`src/inc/ccfg_defs.vh`:
```
`ifndef CCFG_DEFS_VH
`define CCFG_DEFS_VH

// subaddresses
`define CCFG_ADDR_AUX_RED     8'hF6
`define CCFG_ADDR_AUX_GREEN   8'hF7
`define CCFG_ADDR_AUX_BLUE    8'hF8
`define CCFG_ADDR_X_LOW       8'hF9
`define CCFG_ADDR_X_HIGH_HS   8'hFA
`define CCFG_ADDR_Y_LOW       8'hFB
`define CCFG_ADDR_Y_HIGH_HS   8'hFC
`define CCFG_ADDR_INPUT_CTRL  8'hFD

// reset values
`define CCFG_RST_BYTE         8'h00

// field positions in the high/hot-spot registers
`define CCFG_HS_MSB           7
`define CCFG_HS_LSB           3
`define CCFG_XHI_MSB          2
`define CCFG_YHI_MSB          1

// field positions in the input path control register
`define CCFG_BIT_LUT_BYPASS   7
`define CCFG_BIT_CURSOR_STYLE 6
`define CCFG_BIT_TABLE_LOAD   5
`define CCFG_FMT_MSB          4
`define CCFG_FMT_LSB          2
`define CCFG_BIT_MAT_BYPASS   1
`define CCFG_BIT_DF_BYPASS    0

// input format codes
`define CCFG_FMT_RGB888       3'h0
`define CCFG_FMT_RGB555       3'h1
`define CCFG_FMT_RGB565       3'h2
`define CCFG_FMT_YUV422       3'h3
`define CCFG_FMT_YUV422I      3'h4
`define CCFG_FMT_INDEX8       3'h5
`define CCFG_FMT_RGB888_SWAP  3'h6

// fifo
`define CCFG_FIFO_DEPTH       16
`define CCFG_FIFO_AW          4

`endif

```
`src/logic/ccfg_top.v`:
```
// Notes on behaviour
// - three byte registers hold auxiliary cursor colour
// - 11-bit x position plus 5-bit x hot spot
// - 10-bit y position plus 5-bit y hot spot
// - style zero inverts pixel colour under cursor
// - style one inserts auxiliary colour under cursor
// - load bit one feeds tables from stream
// - three-bit field selects input pixel format
// - control bits one bypass table, matrix, formatter
`timescale 1ns/1ps
`default_nettype none
`include "ccfg_defs.vh"

module ccfg_fifo #(
  parameter WIDTH = 24,
  parameter DEPTH = `CCFG_FIFO_DEPTH,
  parameter AW    = `CCFG_FIFO_AW
) (
  // clock and reset
  input  wire             sys_clk,
  input  wire             rst_b,
  // fill side
  input  wire             wrValid,
  output wire             wrReady,
  input  wire [WIDTH-1:0] wrData,
  // drain side
  output wire             rdValid,
  input  wire             rdReady,
  output wire [WIDTH-1:0] rdData
);

  reg [WIDTH-1:0] mem [0:DEPTH-1];
  reg [AW-1:0]    wrPtr_q;
  reg [AW-1:0]    rdPtr_q;
  reg [AW:0]      count_q;
  wire            doWrite;
  wire            doRead;

  assign wrReady = (count_q != DEPTH[AW:0]);
  assign rdValid = (count_q != {(AW+1){1'b0}});
  assign doWrite = wrValid & wrReady;
  assign doRead  = rdValid & rdReady;
  assign rdData  = mem[rdPtr_q];

  // storage holds no reset; only the pointers define content
  always @(posedge sys_clk) begin
    if (doWrite) begin
      mem[wrPtr_q] <= wrData;
    end
  end

  always @(posedge sys_clk) begin
    if (!rst_b) begin
      wrPtr_q <= {AW{1'b0}};
      rdPtr_q <= {AW{1'b0}};
      count_q <= {(AW+1){1'b0}};
    end else begin
      if (doWrite) begin
        wrPtr_q <= (wrPtr_q == DEPTH[AW-1:0] - 1'b1) ? {AW{1'b0}} : wrPtr_q + 1'b1;
      end
      if (doRead) begin
        rdPtr_q <= (rdPtr_q == DEPTH[AW-1:0] - 1'b1) ? {AW{1'b0}} : rdPtr_q + 1'b1;
      end
      if (doWrite && !doRead) begin
        count_q <= count_q + 1'b1;
      end else if (doRead && !doWrite) begin
        count_q <= count_q - 1'b1;
      end
    end
  end

endmodule

module ccfg_byte_reg #(
  parameter [7:0] ADDR  = 8'h00,
  parameter [7:0] RESET = `CCFG_RST_BYTE
) (
  // clock and reset
  input  wire       sys_clk,
  input  wire       rst_b,
  // register port
  input  wire       regWrite,
  input  wire [7:0] regAddr,
  input  wire [7:0] regWrData,
  // stored byte
  output reg  [7:0] value_q
);

  // whole-byte writes only; the port has no byte lanes or masks
  always @(posedge sys_clk) begin
    if (!rst_b) begin
      value_q <= RESET;
    end else if (regWrite && (regAddr == ADDR)) begin
      value_q <= regWrData;
    end
  end

endmodule

module ccfg_top #(
  parameter FIFO_DEPTH = `CCFG_FIFO_DEPTH,
  parameter FIFO_AW    = `CCFG_FIFO_AW
) (
  // clock and reset
  input  wire        sys_clk,
  input  wire        rst_b,
  // subaddress register port
  input  wire        regWrite,
  input  wire        regRead,
  input  wire [7:0]  regAddr,
  input  wire [7:0]  regWrData,
  output reg  [7:0]  regRdData,
  output reg         regRdHit,
  // incoming pixel stream
  input  wire        pixValid,
  output wire        pixReady,
  input  wire [23:0] pixData,
  input  wire        pixCursor,
  // outgoing pixel stream
  output wire        outValid,
  input  wire        outReady,
  output wire [23:0] outData,
  // stream table loading
  output reg         tableLoadValid,
  output reg  [23:0] tableLoadData,
  // path configuration
  output wire [10:0] cursorXPosition,
  output wire [4:0]  cursorXHotspot,
  output wire [9:0]  cursorYPosition,
  output wire [4:0]  cursorYHotspot,
  output wire [2:0]  inputFormat,
  output wire        formatRgb888,
  output wire        formatRgb555,
  output wire        formatRgb565,
  output wire        formatYuv422,
  output wire        formatYuv422Interlaced,
  output wire        formatIndex8,
  output wire        formatRgb888Swapped,
  output wire        formatReserved,
  output wire        lookupTableBypass,
  output wire        colorMatrixBypass,
  output wire        downFormatterBypass,
  output wire        cursorStyle,
  output wire        tableLoadFromStream
);

  wire [7:0]  auxRed_q;
  wire [7:0]  auxGreen_q;
  wire [7:0]  auxBlue_q;
  wire [7:0]  xLow_q;
  wire [7:0]  xHigh_q;
  wire [7:0]  yLow_q;
  wire [7:0]  yHigh_q;
  wire [7:0]  inCtrl_q;
  reg  [23:0] drawData;
  wire        fifoWrValid;
  wire        fifoWrReady;
  wire        loadTake;

  // one register per subaddress, active from the next pixel
  ccfg_byte_reg #(
    .ADDR (`CCFG_ADDR_AUX_RED)
  ) u_auxRed (
    .sys_clk   (sys_clk),
    .rst_b     (rst_b),
    .regWrite  (regWrite),
    .regAddr   (regAddr),
    .regWrData (regWrData),
    .value_q   (auxRed_q)
  );

  ccfg_byte_reg #(
    .ADDR (`CCFG_ADDR_AUX_GREEN)
  ) u_auxGreen (
    .sys_clk   (sys_clk),
    .rst_b     (rst_b),
    .regWrite  (regWrite),
    .regAddr   (regAddr),
    .regWrData (regWrData),
    .value_q   (auxGreen_q)
  );

  ccfg_byte_reg #(
    .ADDR (`CCFG_ADDR_AUX_BLUE)
  ) u_auxBlue (
    .sys_clk   (sys_clk),
    .rst_b     (rst_b),
    .regWrite  (regWrite),
    .regAddr   (regAddr),
    .regWrData (regWrData),
    .value_q   (auxBlue_q)
  );

  ccfg_byte_reg #(
    .ADDR (`CCFG_ADDR_X_LOW)
  ) u_xLow (
    .sys_clk   (sys_clk),
    .rst_b     (rst_b),
    .regWrite  (regWrite),
    .regAddr   (regAddr),
    .regWrData (regWrData),
    .value_q   (xLow_q)
  );

  ccfg_byte_reg #(
    .ADDR (`CCFG_ADDR_X_HIGH_HS)
  ) u_xHigh (
    .sys_clk   (sys_clk),
    .rst_b     (rst_b),
    .regWrite  (regWrite),
    .regAddr   (regAddr),
    .regWrData (regWrData),
    .value_q   (xHigh_q)
  );

  ccfg_byte_reg #(
    .ADDR (`CCFG_ADDR_Y_LOW)
  ) u_yLow (
    .sys_clk   (sys_clk),
    .rst_b     (rst_b),
    .regWrite  (regWrite),
    .regAddr   (regAddr),
    .regWrData (regWrData),
    .value_q   (yLow_q)
  );

  // bit two is kept as written; host is expected to leave it zero
  ccfg_byte_reg #(
    .ADDR (`CCFG_ADDR_Y_HIGH_HS)
  ) u_yHigh (
    .sys_clk   (sys_clk),
    .rst_b     (rst_b),
    .regWrite  (regWrite),
    .regAddr   (regAddr),
    .regWrData (regWrData),
    .value_q   (yHigh_q)
  );

  ccfg_byte_reg #(
    .ADDR (`CCFG_ADDR_INPUT_CTRL)
  ) u_inCtrl (
    .sys_clk   (sys_clk),
    .rst_b     (rst_b),
    .regWrite  (regWrite),
    .regAddr   (regAddr),
    .regWrData (regWrData),
    .value_q   (inCtrl_q)
  );

  // readback, one cycle after the read strobe; unmapped reads give zero
  always @(posedge sys_clk) begin
    if (!rst_b) begin
      regRdData <= 8'h00;
      regRdHit  <= 1'b0;
    end else if (regRead) begin
      regRdHit <= 1'b1;
      if (regAddr == `CCFG_ADDR_AUX_RED) begin
        regRdData <= auxRed_q;
      end else if (regAddr == `CCFG_ADDR_AUX_GREEN) begin
        regRdData <= auxGreen_q;
      end else if (regAddr == `CCFG_ADDR_AUX_BLUE) begin
        regRdData <= auxBlue_q;
      end else if (regAddr == `CCFG_ADDR_X_LOW) begin
        regRdData <= xLow_q;
      end else if (regAddr == `CCFG_ADDR_X_HIGH_HS) begin
        regRdData <= xHigh_q;
      end else if (regAddr == `CCFG_ADDR_Y_LOW) begin
        regRdData <= yLow_q;
      end else if (regAddr == `CCFG_ADDR_Y_HIGH_HS) begin
        regRdData <= yHigh_q;
      end else if (regAddr == `CCFG_ADDR_INPUT_CTRL) begin
        regRdData <= inCtrl_q;
      end else begin
        regRdData <= 8'h00;
        regRdHit  <= 1'b0;
      end
    end else begin
      regRdHit <= 1'b0;
    end
  end

  // field views
  assign cursorXPosition = {xHigh_q[`CCFG_XHI_MSB:0], xLow_q};
  assign cursorXHotspot  = xHigh_q[`CCFG_HS_MSB:`CCFG_HS_LSB];
  assign cursorYPosition = {yHigh_q[`CCFG_YHI_MSB:0], yLow_q};
  assign cursorYHotspot  = yHigh_q[`CCFG_HS_MSB:`CCFG_HS_LSB];

  assign lookupTableBypass   = inCtrl_q[`CCFG_BIT_LUT_BYPASS];
  assign colorMatrixBypass   = inCtrl_q[`CCFG_BIT_MAT_BYPASS];
  assign downFormatterBypass = inCtrl_q[`CCFG_BIT_DF_BYPASS];
  assign cursorStyle         = inCtrl_q[`CCFG_BIT_CURSOR_STYLE];
  assign tableLoadFromStream = inCtrl_q[`CCFG_BIT_TABLE_LOAD];
  assign inputFormat         = inCtrl_q[`CCFG_FMT_MSB:`CCFG_FMT_LSB];

  // one-hot format decode; code 111 is unassigned
  assign formatRgb888           = (inputFormat == `CCFG_FMT_RGB888);
  assign formatRgb555           = (inputFormat == `CCFG_FMT_RGB555);
  assign formatRgb565           = (inputFormat == `CCFG_FMT_RGB565);
  assign formatYuv422           = (inputFormat == `CCFG_FMT_YUV422);
  // the line length for this mode lives in another block
  assign formatYuv422Interlaced = (inputFormat == `CCFG_FMT_YUV422I);
  assign formatIndex8           = (inputFormat == `CCFG_FMT_INDEX8);
  assign formatRgb888Swapped    = (inputFormat == `CCFG_FMT_RGB888_SWAP);
  assign formatReserved         = (inputFormat == 3'h7);

  // cursor overlay before buffering, so a stalled sink never sees a style
  // change half way through an already queued pixel
  always @* begin
    drawData = pixData;
    if (pixCursor) begin
      if (cursorStyle) begin
        drawData = {auxRed_q, auxGreen_q, auxBlue_q};
      end else begin
        drawData = ~pixData;
      end
    end
  end

  // while stream loading, pixels go to the tables, not to the display path
  assign loadTake    = pixValid & tableLoadFromStream;
  assign fifoWrValid = pixValid & ~tableLoadFromStream;
  assign pixReady    = tableLoadFromStream ? 1'b1 : fifoWrReady;

  always @(posedge sys_clk) begin
    if (!rst_b) begin
      tableLoadValid <= 1'b0;
      tableLoadData  <= 24'h000000;
    end else begin
      tableLoadValid <= loadTake;
      if (loadTake) begin
        tableLoadData <= pixData;
      end
    end
  end

  ccfg_fifo #(
    .WIDTH (24),
    .DEPTH (FIFO_DEPTH),
    .AW    (FIFO_AW)
  ) u_fifo (
    .sys_clk (sys_clk),
    .rst_b   (rst_b),
    .wrValid (fifoWrValid),
    .wrReady (fifoWrReady),
    .wrData  (drawData),
    .rdValid (outValid),
    .rdReady (outReady),
    .rdData  (outData)
  );

endmodule

`default_nettype wire

```
`config.mk`:
```
export PLATFORM = sky130hd
export DESIGN_NAME = ccfg_top
export DESIGN_NICKNAME = d
export VERILOG_FILES = /design/src/logic/ccfg_top.v
export VERILOG_INCLUDE_DIRS = /design/src /design/src/inc
export SDC_FILE = /design/constraint.sdc
export NUM_CORES = 1
export LEC_CHECK = 0
export BUFFER_PORTS_ARGS = -buffer_cell sky130_fd_sc_hd__buf_2
export CELL_PAD_IN_SITES_DETAIL_PLACEMENT = 0
export CELL_PAD_IN_SITES_GLOBAL_PLACEMENT = 1
export CORE_MARGIN = 4
export CORE_UTILIZATION = 52
export CTS_CLUSTER_DIAMETER = 150
export CTS_CLUSTER_SIZE = 25
export DETAILED_ROUTE_END_ITERATION = 8
export PLACE_DENSITY = 0.81
export SLEW_MARGIN = 30
export SYNTH_ARGS = -nofsm -noshare
export SYNTH_HDL_FRONTEND = slang
export SYNTH_SLANG_ARGS = --single-unit
```
`constraint.sdc`:
```
create_clock -name sys_clk -period 9.3 [get_ports sys_clk]
set_input_delay 0.465 -clock sys_clk [delete_from_list [all_inputs] [get_ports sys_clk]]
set_output_delay 0.465 -clock sys_clk [all_outputs]
set_load 0.02 [all_outputs]
```
==> metrics.md <==
| Metric | Value |
|---|---|
| Setup Viol. Count Final | `0` |
| Synth Register Bits | `about 500` |
| Initial core utilization | `between 50% and 60%` |
| DR WL/cell | `~25 um` |
| PwrDens | `199 mW/mm^2` |
| Root Buffer | `clkbuf_16` |
| Ports | `154` |
| DRC violation count after routing | `0` |
| Sw Pwr | `0.00113 W` |
| Initial DRC Count | `991` |
| Top cells by area, synth | `edfxtp_1, mux4_2, dfxtp_1, mux2i_1, nor2b_1` |
| List of most frequent post-synthesis cells | `edfxtp_1, mux4_2, dfxtp_1, mux2i_1, nand2_1` |
| Via count | `roughly 11000` |
| Clock Latency Late Sink | `approximately 0.56 ns` |
| CTS Sinks | `about 500` |
| Slew @ Worst Pin | `a little over 0.9 ns` |
| Crit Path Class | `flip-flop to output port` |
| Leak | `roughly 7.6 nW` |
| Largest net degree at the start of global routing | `74` |
| Register area | `0.0138 sq mm` |
| Minimum clock period | `approximately 4 ns` |
| Fin. Hold Viols | `0` |
| Critical path peak fanout | `a little under 50` |
| Grt ovf | `0` |
| Ys async rst share | `0%` |
| DR pass1 iterations | `5` |
| H-tree depth | `1` |
| Post-DP HPWL | `28900 um` |
| Cts repair resizes | `0` |
| Netlist cell types | `60` |
| Fill count | `about 3000` |
| Final net count | `about 1400` |
| Worst Setup End Kind | `output port` |
| Buffers on Ports | `about 150` |
| Design Power | `0.00446 W` |
| Global-route wire length before repair | `between 70000 and 80000 um` |
| Synth top area share | `about 56%` |
| Worst path slowest cell | `dfxtp_4` |
| Area of the multi-input gates | `0.00611 sq mm` |
| Clock Path Buffers | `3` |
| Count leader, synth | `edfxtp_1` |
| Ys flop type | `edfxtp_1` |
| CP max stage delay | `roughly 0.74 ns` |
| Reg power frac | `about 57%` |
| Reg clk slew, reported paths | `~0.10 ns` |
| Post-synth EDFFs | `about 380` |
| Synth Net Count | `~1300` |
| Syn avg cell area | `16.5 sq um` |
| Share of post-route cells with drive strength above 1 | `a little over a quarter` |
| Part of the Yosys area used for sequential elements | `roughly 68%` |
| Worst Skew | `between 0.015 and 0.02 ns` |
| Die X | `206 um` |
| Clock buffer count from CTS | `23` |
| Internal power | `0.00333 W` |
| TritonCTS clock tree | `done` |
| Crit path top cell by count | `mux4_2` |
| Cells along the critical path | `buf_12, buf_6, mux4_2, mux4_2, buf_2` |
| Max Fclk | `roughly 250 MHz` |
| RSZ-0062 raised after global routing | `false` |
| VDD IR max | `approximately 0.00015 V` |
| DR vias/cell | `5.89` |
| Final Cycle Share | `between 40% and 50%` |
| Final wirelength | `about 47000 um` |
| Post-CTS setup buffers | `0` |
| Worst EP arrival | `approximately 3.5 ns` |
| Antenna violations before repair | `2` |
| Chip Height | `between 200 and 250 um` |
| Mapped Cells | `between 1000 and 1500` |
| Switching part of the total | `between 20% and 30%` |
| Hold Slack | `0.163 ns` |
| Vias in the first global route | `11041` |
| Layout Utilization | `57.9%` |
| Cell Rows | `72` |
| Max_slew headroom | `a little under two fifths` |
| Cell taking the most area after synthesis | `edfxtp_1` |
| Synth warnings | `0` |
| Pins over their slew limit | `0` |
| Setup TNS | `0 ns` |
| Startpoint types | `flip-flop` |
| Die area | `approximately 0.043 sq mm` |
| Layout overhead on the synthesized area | `9.63%` |
| Max-Cap Viols | `0` |
| Hold crit path type | `primary input to flip-flop` |
| Clock network power share | `around a quarter` |
| Worst EP required | `between 8 and 9 ns` |
| Run status | `finished clean` |
| Comb power frac | `a little under a fifth` |
| ANT nets after route | `0` |
| GRT Util Overall | `between 20% and 30%` |
| Cts hold-fix bufs | `0` |
| Routability Congestion | `about 0.83` |
| Post-Syn Area | `slightly above 0.02 sq mm` |
| Core area | `just under 0.04 sq mm` |
final cells by class:
class / instances / share of cell area [%]
Clock inverter: 1 / 0.0893
Multi-Input combinational cell: 612 / 27.3
Tap cell: 518 / 2.89
Clock buffer: 30 / 2.68
Inverter: 35 / 0.586
Sequential cell: 499 / 61.7
Timing Repair Buffer: 191 / 4.76
Antenna cell: 1 / 0.0112
metrics by stage:
stage               area (sq um)  setup WS, ns  std cells
finish                     22400          5.35       1887
global route               22400          5.06       1886
detailed placement         21800          5.58       1855
CTS                        22400          4.96       1886
global placement           21700          5.49       1854
floorplan                  20500          6.04       1238
path summary, 6_finish.rpt:
| path | from | endpoint | slack [ns] | cells after the start |
|---|---|---|---|---|
| worst max-delay path | flip-flop | outData[9] | 5.35 | 5 |
| worst min-delay path | pixData[6] | tableLoadData[6]$_SDFFE_PN0P_ | 0.16 | 3 |
| worst max register to register | u_inCtrl.value_q[5]$_SDFFE_PN0P_ | u_fifo.mem[2][16]$_DFFE_PP_ | 6.26 | 5 |
| worst min register to register | tableLoadData[5]$_SDFFE_PN0P_ | tableLoadData[5]$_SDFFE_PN0P_ | 0.47 | 2 |
registers in the layout (all words and copies together), names as in the netlist, named ones only:
register,count
u_inCtrl.value_q,8
tableLoadData,24
u_fifo.count_q,5
regRdData,8
u_fifo.mem,384
u_auxBlue.value_q,8
u_xHigh.value_q,8
u_yLow.value_q,8
u_yHigh.value_q,8
u_fifo.rdPtr_q,4
u_auxRed.value_q,8
u_auxGreen.value_q,8
tableLoadValid,1
u_xLow.value_q,8
regRdHit,1
u_fifo.wrPtr_q,4
critical path, delay by kind of cell, from the launching register on:
family,cells,cell delay (ns)
multiplexers,2,1.10
buffers and inverters,3,1.03
flip-flops,1,0.74
layer usage:
metal | vias up | share of wire (%) | global-route usage [%]
li1 | 4963 | - | -
met1 | 5692 | 41 | 31.3
met2 | 406 | 50 | 36.4
met3 | 54 | 6.8 | 3.67
met4 | 2 | 2.3 | 4.90
met5 | - | 0.015 | 0
power groups by stage:
stage / Sequential [W] / Combinational (W) / Clock [W]
6_report: 0.00254 / 0.000814 / 0.00111
3_5_place_dp: 0.00259 / 0.000826 / 0
5_1_grt: 0.00255 / 0.000882 / 0.00122
3_3_place_gp: 0.00261 / 0.000784 / 0
2_1_floorplan: 0.00254 / 0.000659 / 0
4_1_cts: 0.00254 / 0.000829 / 0.00114
cell families (layout without fill, tap and decap cells):
logic type | after synthesis | count (layout) | share of synthesized area [%]
adders and majority gates | 10 | 10 | 0.648
xor gates and xnor gates | 5 | 5 | 0.214
and+or+nand+nor | 250 | 250 | 6.57
AOI/OAI and AO/OA | 132 | 132 | 4.16
buffers and inverters | 127 | 257 | 2.90
DFF | 499 | 499 | 67.6
other | 0 | 1 | 0
muxes | 215 | 215 | 17.9
cells in the final DEF, fill, tap and decap left out, drive strengths merged, types with 4 or more instances in the layout:
cell type / instances
edfxtp: 384
nand3: 4
o21ai: 39
buf: 191
and3b: 4
dfxtp: 115
o211ai: 4
a21oi: 29
and2: 10
nor3: 6
and3: 7
nand2b: 6
mux2i: 92
nor2: 41
inv: 36
nand2: 79
nor3b: 7
a221oi: 7
ha: 9
a221o: 4
nor2b: 71
mux4: 120
clkbuf: 30
a21boi: 28
No activity file was read; power rests on OpenSTA's default activity.
